File: src/lfs_pkg.sv
// constants and types shared by the led fault supervisor
package lfs_pkg;
  localparam int unsigned N_SINK = 6;
  localparam int unsigned CLK_HZ = 100_000_000;
  localparam int unsigned CLK_PERIOD_NS = 1_000_000_000 / CLK_HZ;
  localparam int unsigned LOW_CLEAR_MS = 16;
  localparam int unsigned LOW_CLEAR_CYC = LOW_CLEAR_MS * (CLK_HZ / 1_000);
  localparam int unsigned UV_FALL_US = 50;
  localparam int unsigned UV_FALL_CYC = UV_FALL_US * (CLK_HZ / 1_000_000);
  localparam int unsigned IN_OC_SHUT_NS = 3_000;
  localparam int unsigned IN_OC_SHUT_CYC = IN_OC_SHUT_NS / CLK_PERIOD_NS;
  localparam int unsigned CNT_W = 24;

  typedef logic [CNT_W-1:0] lfs_cnt_t;

  typedef enum logic [4:0] {
    ST_OFF   = 5'h01,
    ST_WAIT  = 5'h02,
    ST_SHORT = 5'h04,
    ST_RUN   = 5'h08,
    ST_LATCH = 5'h10
  } lfs_state_t;

  typedef struct packed {
    logic lim1;
    logic lim2;
    logic in_oc;
  } lfs_trip_t;

  typedef struct packed {
    logic boost;
    logic disc;
    logic [N_SINK-1:0] sinks;
  } lfs_drive_t;

  localparam lfs_drive_t DRIVE_RST = '{boost: 1'b0, disc: 1'b0, sinks: 6'h00};
  localparam lfs_cnt_t CNT_RST = 24'h000000;
endpackage

File: src/lfs_supervisor.sv
// fault supervision core of the boost led driver
//
// Behaviour
// primary trip ends on-time, no fault flag
// secondary trip shuts down and latches off
// secondary trip drops all switches, flags fault
// secondary latch clears after 16 ms low
// input overcurrent shuts down within 3 us, latches
// input overcurrent drops disconnect, boost and sinks
// input overcurrent latch clears after 16 ms low
// enable on rise, disable after 50 us fall
// led ground short halts soft-start, flags fault
// short check at startup only, auto resume
// fault flag is open-drain, active low
// low-time counter restarts when input rises
`timescale 1ns/1ps
module lfs_supervisor
  import lfs_pkg::*;
#(
  parameter int unsigned LOW_CLEAR_CYCLES = LOW_CLEAR_CYC,
  parameter int unsigned UV_FALL_CYCLES = UV_FALL_CYC
)(
  input wire logic clk,
  input wire logic rstn,
  input wire logic en,
  input wire logic dim,
  input wire logic sw_cycle_start,
  input wire logic on_time_end,
  input wire lfs_trip_t trip,
  input wire logic uv_rise,
  input wire logic uv_fall,
  input wire logic [N_SINK-1:0] led_gnd_short,
  output lfs_drive_t drive,
  output logic soft_start_run,
  output logic fault_o,
  output logic fault_oe
);
  localparam int shut_max_c = IN_OC_SHUT_CYC;

  lfs_state_t st_q;
  lfs_state_t st_d;
  lfs_drive_t drv_q;
  lfs_drive_t drv_d;
  lfs_cnt_t low_cnt_q;
  lfs_cnt_t low_cnt_d;
  lfs_cnt_t uv_cnt_q;
  lfs_cnt_t uv_cnt_d;
  logic vin_ok_q;
  logic vin_ok_d;
  logic on_q;
  logic on_d;
  logic fault_q;

  wire any_short = |led_gnd_short;
  wire active = (st_q != ST_OFF) && (st_q != ST_LATCH);
  wire hard_trip = trip.lim2 || trip.in_oc;
  wire low_seen = !en || !dim;
  wire clear_done = (low_cnt_q == lfs_cnt_t'(LOW_CLEAR_CYCLES));
  wire uv_done = (uv_cnt_q == lfs_cnt_t'(UV_FALL_CYCLES));

  // low-time counter on enable or dimming, restarts once both are high
  assign low_cnt_d = !low_seen ? CNT_RST :
    clear_done ? low_cnt_q : low_cnt_q + lfs_cnt_t'(1);

  // undervoltage filter, only a continuous fall counts
  assign uv_cnt_d = !uv_fall ? CNT_RST : uv_done ? uv_cnt_q : uv_cnt_q + lfs_cnt_t'(1);
  assign vin_ok_d = uv_rise ? 1'b1 : (uv_fall && uv_done) ? 1'b0 : vin_ok_q;

  // boost on-time latch, primary trip cuts it at once
  assign on_d = trip.lim1 ? 1'b0 :
    sw_cycle_start ? 1'b1 : on_time_end ? 1'b0 : on_q;

  always_comb
  begin
    st_d = st_q;
    unique case (st_q)
      ST_OFF:
      begin
        if (vin_ok_q && en)
          st_d = ST_WAIT;
      end
      ST_WAIT:
      begin
        if (!en)
          st_d = ST_OFF;
        else if (dim)
          st_d = any_short ? ST_SHORT : ST_RUN;
      end
      ST_SHORT:
      begin
        if (!en)
          st_d = ST_OFF;
        else if (!any_short)
          st_d = ST_RUN;
      end
      ST_RUN:
      begin
        if (!en)
          st_d = ST_OFF;
      end
      ST_LATCH:
      begin
        if (clear_done)
          st_d = ST_OFF;
      end
    endcase
    if (active && hard_trip)
      st_d = ST_LATCH;
    if (!vin_ok_d)
      st_d = ST_OFF;
  end

  // switch drive follows the next state so a trip acts on the next edge
  assign drv_d.boost = (st_d == ST_RUN) && on_d && !hard_trip;
  assign drv_d.disc = ((st_d == ST_RUN) || (st_d == ST_SHORT) || (st_d == ST_WAIT))
    && !hard_trip;
  assign drv_d.sinks = ((st_d == ST_RUN) && dim && !hard_trip) ? {N_SINK{1'b1}}
    : {N_SINK{1'b0}};

  always_ff @(posedge clk or negedge rstn)
  begin
    if (!rstn)
    begin
      st_q <= ST_OFF;
      drv_q <= DRIVE_RST;
      low_cnt_q <= CNT_RST;
      uv_cnt_q <= CNT_RST;
      vin_ok_q <= 1'b0;
      on_q <= 1'b0;
      fault_q <= 1'b0;
    end
    else
    begin
      st_q <= st_d;
      drv_q <= drv_d;
      low_cnt_q <= low_cnt_d;
      uv_cnt_q <= uv_cnt_d;
      vin_ok_q <= vin_ok_d;
      on_q <= on_d;
      fault_q <= (st_d == ST_LATCH) || (st_d == ST_SHORT);
    end
  end

  assign drive = drv_q;
  assign soft_start_run = (st_q == ST_RUN);
  assign fault_o = 1'b0;
  assign fault_oe = fault_q;
endmodule

File: config.mk
export PLATFORM = sky130hd
export DESIGN_NAME = lfs_supervisor
export DESIGN_NICKNAME = d
export VERILOG_FILES = /design/src/lfs_pkg.sv /design/src/lfs_supervisor.sv
export SDC_FILE = /design/constraint.sdc
export NUM_CORES = 1
export LEC_CHECK = 0
export BUFFER_PORTS_ARGS = -buffer_cell sky130_fd_sc_hd__buf_2
export CAP_MARGIN = 20
export CORE_MARGIN = 3
export CORE_UTILIZATION = 50
export DETAILED_ROUTE_END_ITERATION = 7
export PLACE_DENSITY = 0.77
export SYNTH_ARGS = -nofsm -noshare
export SYNTH_HDL_FRONTEND = slang
export SYNTH_SLANG_ARGS = --single-unit
File: constraint.sdc
create_clock -name clk -period 1.68 [get_ports clk]
set_input_delay 0.168 -clock clk [delete_from_list [all_inputs] [get_ports clk]]
set_output_delay 0.168 -clock clk [all_outputs]
set_load 0.1 [all_outputs]
==> After elaboration in Yosys (flattened, before gate mapping) <==
Index checks and enable logic that the tools add are counted.
{ "totals": {"register_bits": 64, "inputBits": 17, "wordCells": 65} }
{ "op_classes": {"n_addsub": 2, "n_eq_ne": 15, "n_mux": 21, "n_reduce_logical": 18} }
{ "ops": {"columns": ["op", "count"], "rows": [
  ["24-bit two-way mux", 4],
  ["24-bit by 1-bit adder with 24-bit output, second input constant", 2],
  ["5-bit two-way mux", 9],
  ["5-bit one-hot mux with 5 select lines", 1],
  ["24-bit by 13-bit == test with 1-bit output, second input constant", 1],
  ["24-bit by 21-bit == test with 1-bit output, second input constant", 1],
  ["5-bit by 2-bit == test with 1-bit output, second input constant", 2],
  ["5-bit by 3-bit == test with 1-bit output, second input constant", 2],
  ["5-bit by 4-bit == test with 1-bit output, second input constant", 2],
  ["5-bit == test, second input constant", 2],
  ["1-bit logical AND", 9],
  ["6-bit two-way mux", 1],
  ["6-bit OR reduction", 1],
  ["5-bit by 1-bit == test with 1-bit output, second input constant", 1],
  ["1-bit logical OR", 5],
  ["1-bit two-way mux", 5],
  ["5-bit by 1-bit != test with 1-bit output, second input constant", 1],
  ["5-bit != test, second input constant", 1],
  ["4-bit two-way mux", 1],
  ["2-bit != test, second input constant", 2],
  ["1-bit logical NOT", 3]
]} }

==> Logic depth before layout (Yosys ltp) <==
Gate-level depths: netlist of run 1.
{ "logic_depth": {"word_depth": 11, "depth_mapped": 10, "mapped_depth_nobuf": 10} }

==> Worst setup path after synthesis of run 1 <==
Ideal clock, no wire load.
{ "synth_timing": {"kind": "register -> output", "startpoint": "register st_q[2]", "endpoint": "output port soft_start_run", "arrival_ns": 3.575, "slack_ns": -2.063, "path_stages_with_launch": 4, "n_path_buf": 1, "cell_sequence": "dfrtp_1 > buf_4 > nand2b_1 > nor4_1"} }
{ "synth_via": {"elab_chain_cells": 1} }
{ "synth_lines": {"columns": ["element", "line_no", "text"], "rows": [
  ["start, declared", "lfs_supervisor.sv:40", "lfs_state_t st_q;"],
  ["start signal, assigned", "lfs_supervisor.sv:134", "st_q <= st_d;"],
  ["5-bit by 4-bit == test with 1-bit output", "lfs_supervisor.sv:145", "assign soft_start_run = (st_q == ST_RUN);"],
  ["end, declared", "lfs_supervisor.sv:34", "output logic soft_start_run,"]
]} }
Every way passes these cells.

==> summary.md, run 1 <==
| Metric | Value |
|---|---|
| Status | finished with violations |
| Failing checks | negative setup slack |
| Fin nets | 515 |
| Seq/Total Area, Yosys | 43.9% |
| Post-synth EDFFs | 0 |
| Final-report max-slew violation count | 0 |
| Clock Path Buffers | 2 |
| Pin count of the biggest net entering global routing | 25 |
| Largest delay share family, worst path | compound AO/OA/AOI/OAI gates |
| Clk root buf | clkbuf_8 |
| Hold Vio Cnt, Final | 0 |
| Distinct cell type count of the synthesized netlist | 58 |
| Final wirelength | 10600 um |
| GRT Overall Usage | 24.7% |
| DRC viols | 0 |
| Slew HR | 66.6% |
| Vias per cell | 5.86 |
| # clock sinks | 59 |
| Clk_skew | 0.0125 ns |
| Minimum hold slack | 0.125 ns |
| Buf/Inv on CP | 1 |
| Crit path max fanout | 7 |
| Post-synth top cells | 58 x dfrtp_1, 38 x nor2_1, 29 x nand2_1 |
| # IOs | 28 |
| Mean Syn Cell Area | 9.43 um2 |
| First-pass GRT wire length | 14800 um |
| # diodes | 0 |
| Top-count cell post-synth | dfrtp_1 |
| Initial core utilization | 52.4% |
| Max Cap Viol | 0 |
| Port Buffers | 26 |
| Share of post-route cells with drive strength above 1 | 47.3% |
| Vias in the first global route | 3279 |
| Clk Latency, worst-skew pair | 0.35 ns |
| WP data arrival | 2.33 ns |
| DRT Pass-1 Iters | 5 |
| Initial antenna violation count | 0 |
| CP peak stage delay | 0.49 ns |
| Most area-hungry cell type in the Yosys netlist | dfrtp_1 |
| Kind of critical path | reg2reg |
| Worst-path cell chain | xor2_1 -> buf_4 -> o211ai_1 -> a31oi_1 -> a21oi_1 -> nor2_1 -> o211ai_1 -> a21oi_1 |
| Nature of the critical path startpoint | register |
| Max IR drop VDD | 0.672 mV |
| Layout Cell Area excl Fill | 5150 um2 |
| Crit. End Element | register |
| Synth area leaders | dfrtp_1 43%, xor2_1 6.0%, xnor2_1 4.4%, nor2_1 4.2%, and2_1 3.5% |
| DRT iter0 DRCs | 274 |
| FFs w/ async S/R, synth | 100% |
| Synth Flop Type | dfrtp_1 |
| Detailed placement HPWL | 5850 um |
| F_max | 0.475 GHz |
| P&R area growth vs syn | 52.9% |
| CTS Buf Count | 9 |
| Core Rows | 29 |
| Register bit total from synthesis | 59 |
| Period Utilization, post-route | 125% |
| Setup repair after global routing missed its margin | true |
| Pwr dens | 703 nW/um2 |
| Core ar. | 6420 um2 |
| Pre-CTS WS | -0.335 ns |
| Max H-tree Level | 3 |
| Crit path time final | 2.10 ns |
| Gate Count Post-Synth | 357 |
| Die area | 7760 um2 |
| Setup ws final | -0.423 ns |
| Top cell type's share of synthesized area | 43.1% |
| Core Util, Final | 80.2% |
| Placed standard-cell area | 4290 um2 |
| Clk pin slew, worst setup/hold paths | 0.07 ns |
| Worst path required time | 1.90 ns |
| RePlAce Congestion | 0.906 |
| Die height | 88.1 um |
| Setup TNS | -6.02 ns |
| Hold WC Path Type | in2reg |
| Placed cells | 538 |
| Grt total ovfl | 0 |
| Total vias in the final route | 3375 |
| Slowest cell on crit path | dfrtp_2 |
| Non-filler instance count after layout | 576 |
| Final setup fails | 29 |
| Design Power | 3.62 mW |
| Worst Max-Slew Pin Slew | 0.501 ns |
| Leak pwr | 2.46 nW |
| Cell Area, Synth | 3370 um2 |
| Post-route ant nets | 0 |
| Fillers | 353 |
| Post-synth net total | 378 |
| Synth warn | 0 |
| Die width | 88.1 um |
| CTS tree | built |
| Routed length per instance | 18.4 um |
[cells in the final DEF (no fill, tap or decap), drive strengths merged, types with 2 or more instances in the layout]
cell type	synthesis	final
nor2b	5	5
nand2b	6	6
dfrtp	58	58
xnor2	17	17
bufinv	0	3
or3	8	8
nor4b	10	10
nor3b	2	2
nor2	39	39
mux2i	3	3
ha	4	4
nand3	15	15
and3	9	9
inv	13	13
a21boi	4	4
clkinv	0	2
buf	10	140
and2	19	19
nand2	32	32
o211ai	3	3
a21oi	11	11
o21ai	11	11
and4	2	2
nor3	10	10
xor2	23	23
clkbuf	6	11
nor4	5	5
nand4	11	11
dlygate4sd3	0	2
a211oi	2	2
o32ai	2	2
[routing by layer]
metal	GRT usage, %	vias to the layer above	part of all wire, %
met3	6.30	53	5.2
met2	42.8	150	52
met4	8.93	0	3.6
met1	29.8	1663	39
met5	0	-	0
li1	-	1509	-
[layout make-up]
class                      instances  area [um2]  area share [%]
multi-input combinational        269        2160            41.9
sequential                        59        1480            28.8
timing repair buffer             142        1120            21.8
clock buffer                      11         141            2.75
clock inverter                     5         100            1.94
tap                               77        96.3            1.87
inverter                          13        48.8           0.948
[worst paths after layout]
kind | startpoint | end | slack, ns | depth (start not counted)
worst min register to register | low_cnt_q[9]$_DFFE_PN0P_ | low_cnt_q[9]$_DFFE_PN0P_ | 0.58 | 2
max in group asynchronous | rstn | st_q[0]$_DFF_PN1_ | 0.72 | 3
worst max-delay path | st_q[3]$_DFF_PN0_ | drive[6]$_DFF_PN0_ | -0.42 | 8
min in group asynchronous | rstn | low_cnt_q[1]$_DFFE_PN0P_ | 0.33 | 2
worst max register to register | st_q[3]$_DFF_PN0_ | drive[6]$_DFF_PN0_ | -0.42 | 8
worst min-delay path | dim | drive[4]$_DFF_PN0_ | 0.12 | 3
[worst register-to-register path, cell delays in order (launching register included)]
cell and delay [ns]:
dfrtp_2 0.49, xor2_1 0.21, buf_4 0.16, o211ai_1 0.18, a31oi_1 0.11, a21oi_1 0.35, nor2_1 0.15, o211ai_1 0.22
a21oi_1 0.10
[logic make-up (layout without fill, tap and decap cells)]
group | after synthesis | after routing | synth area share (%)
buffers and inverters | 29 | 171 | 4.27
DFF | 59 | 59 | 43.9
adders and majority gates | 4 | 4 | 1.49
xor gates and xnor gates | 40 | 40 | 10.4
and+or+nand+nor | 177 | 177 | 29.5
other | 1 | 1 | 0.111
AOI/OAI and AO/OA | 44 | 44 | 9.51
muxes | 3 | 3 | 0.892
[power by group]
group / switching [mW] / internal (mW)
clock network: 0.579 / 1.02
logic: 0.250 / 0.266
registers: 0.0428 / 1.46
total: 0.872 / 2.75
[state kept, by name (all words and copies together) (netlist names)]
name	flops
st_q	5
low_cnt_q	24
on_q	1
uv_cnt_q	24
drive	3
fault_oe	1
vin_ok_q	1
[repair_timing]
| item | 4_1_cts | 5_1_grt |
|---|---|---|
| cloned | 0 | 0 |
| resized for setup | 48 | 56 |
| endpoints found under the hold margin | 17 | 0 |
| hold buffers | 2 | 0 |
| setup buffers | 16 | 10 |
| endpoints found under the setup margin | 26 | 40 |
| pin swaps | 35 | 36 |
No activity file was read; power rests on OpenSTA's default activity.
==> run 2: changes to the inputs <==
--- a/config.mk
+++ b/config.mk
@@ -7,6 +7,7 @@
 export LEC_CHECK = 0
 export BUFFER_PORTS_ARGS = -buffer_cell sky130_fd_sc_hd__buf_2
 export CAP_MARGIN = 20
+export CORE_ASPECT_RATIO = 1.75
 export CORE_MARGIN = 3
 export CORE_UTILIZATION = 50
 export DETAILED_ROUTE_END_ITERATION = 7
==> summary.md, run 2 (synthesis gave the netlist of run 1 again) <==
| Metric | Value |
|---|---|
| Status | finished with violations |
| Failing checks | negative setup slack |
| Placed standard-cell area | 4240 um2 (-1.1%) |
| WP data arrival | 2.33 ns (about the same) |
| Fin nets | 500 (-2.9%) |
| Max H-tree Level | 3 (unchanged) |
| Clk Latency, worst-skew pair | 0.34 ns (about the same) |
| Setup ws final | -0.398 ns (+0.0249 ns) |
| Initial core utilization | 51.5% (-0.93 points) |
| Crit path max fanout | 4 (-3) |
| Nature of the critical path startpoint | register |
| Clock Path Buffers | 2 (unchanged) |
| DRC viols | 0 (unchanged) |
| Max IR drop VDD | 0.673 mV (+0.26%) |
| Core ar. | 6540 um2 (+1.8%) |
| # clock sinks | 59 (unchanged) |
| Pin count of the biggest net entering global routing | 60 (+140%) |
| F_max | 0.481 GHz (+1.2%) |
| Core Rows | 39 (+34%) |
| Pre-CTS WS | -0.447 ns (-0.112 ns) |
| Most frequent cells in the layout | 89 x buf_4, 53 x dfrtp_1, 31 x nor2_1, 25 x nand2_1, 25 x buf_2 |
| Port Buffers | 26 (unchanged) |
| Detailed placement HPWL | 6160 um (+5.5%) |
| Routed length per instance | 18.2 um (-1.2%) |
| Grt total ovfl | 0 (unchanged) |
| Initial antenna violation count | 0 (unchanged) |
| Share of post-route cells with drive strength above 1 | 45.2% (-2.0 points) |
| P&R area growth vs syn | 49.4% |
| Vias in the first global route | 3307 (+0.85%) |
| Clk pin slew, worst setup/hold paths | 0.05 ns (-0.02 ns) |
| Layout Cell Area excl Fill | 5030 um2 (-2.3%) |
| Setup TNS | -4.24 ns (+1.78 ns) |
| Total vias in the final route | 3178 (-5.8%) |
| CTS tree | built |
| GRT Overall Usage | 26.2% (+1.5 points) |
| Placed cells | 536 (-0.37%) |
| Hold WC Path Type | in2reg |
| Crit. End Element | register |
| Kind of critical path | reg2reg |
| Setup repair after global routing missed its margin | true |
| Worst path required time | 1.93 ns (+0.03 ns) |
| Clk_skew | 0.00804 ns (-0.00448 ns) |
| Non-filler instance count after layout | 566 (-1.7%) |
| DRT Pass-1 Iters | 4 (-1) |
| Vias per cell | 5.61 (-4.2%) |
| Final setup fails | 25 (-14%) |
| Die width | 68.0 um (-23%) |
| Max Cap Viol | 0 (unchanged) |
| Post-route ant nets | 0 (unchanged) |
| # diodes | 0 (unchanged) |
| First-pass GRT wire length | 14900 um (+0.66%) |
| Pwr dens | 744 nW/um2 (+5.8%) |
| Die height | 115 um (+30%) |
| Final-report max-slew violation count | 0 (unchanged) |
| RePlAce Congestion | 0.909 (+0.28%) |
| Commonest non-fill, non-tap cell in the layout | buf_4 |
| Leak pwr | 2.37 nW (-3.7%) |
| Largest registers | low_cnt_q x24, uv_cnt_q x24, st_q x5 |
| Clk root buf | clkbuf_16 |
| Die area | 7800 um2 (+0.50%) |
| Crit path time final | 2.08 ns (-0.0249 ns) |
| Hold Vio Cnt, Final | 0 (unchanged) |
| DRT iter0 DRCs | 253 (-7.7%) |
| Final wirelength | 10300 um (-3.0%) |
| CTS Buf Count | 9 (unchanged) |
| # IOs | 28 (unchanged) |
| Period Utilization, post-route | 124% (-1.5 points) |
-- run 2: critical path, stage by stage (launching register included) --
cell	delay [ns]
dfrtp_1	0.47
nor4b_2	0.38
nand4_1	0.23
o32ai_4	0.44
nor2_4	0.11
nand2_2	0.12
nand2_2	0.09
nor3_2	0.17
-- run 2: metal layers --
layer / track usage [%] / up-vias / share of wire [%]
met1: 24.2 / 1576 / 33
met3: 3.05 / 45 / 3.0
li1: - / 1477 / -
met5: 0 / - / 0
met4: 16.6 / 0 / 5.4
met2: 50.5 / 80 / 59
-- run 2: path summary, 6_finish.rpt --
check                      depth (start not counted)  slack [ns]                 endpoint               startpoint
max                                                7       -0.40       fault_oe$_DFF_PN0_  uv_cnt_q[2]$_DFFE_PN0N_
min                                                3        0.12           on_q$_DFF_PN0_           sw_cycle_start
max reg2reg                                        7       -0.40       fault_oe$_DFF_PN0_  uv_cnt_q[2]$_DFFE_PN0N_
min reg2reg                                        2        0.55           on_q$_DFF_PN0_           on_q$_DFF_PN0_
max in group asynchronous                          3        0.99        st_q[0]$_DFF_PN1_                     rstn
min in group asynchronous                          3        0.37  uv_cnt_q[7]$_DFFE_PN0N_                     rstn
-- run 2: final cells by class --
type,count,area (um2)
multi-input cells,269,2150
fillers,403,1510
flip-flops and latches,59,1480
repair buffers,127,955
clock buffers,15,288
well taps,82,103
inverters,13,48.8
clock inverters,1,5.00
-- run 2: repair_timing --
action	in CTS	in global routing
pin swaps	32	32
hold endpoints to repair	59	0
endpoints found under the setup margin	31	37
gates resized for setup	48	41
setup buffers	5	7
hold buffers	2	0
gates cloned	0	0
-- run 2: through the flow --
step | utilization [%] | hold WS, ns | power [mW]
5_1_grt | 76.9 | 0.135 | 3.85
6_report | 76.9 | 0.116 | 3.74
3_3_place_gp | 64.8 | 0.202 | 1.83
2_1_floorplan | - | -0.128 | 1.66
3_5_place_dp | 64.8 | 0.198 | 1.85
4_1_cts | 73.3 | 0.101 | 3.71
-- run 2: power breakdown --
group / leakage (nW) / switching [mW] / internal [mW]
Clock: 0.146 / 0.627 / 1.16
Combinational: 1.44 / 0.222 / 0.218
Sequential: 0.789 / 0.0527 / 1.47
Total: 2.37 / 0.902 / 2.84
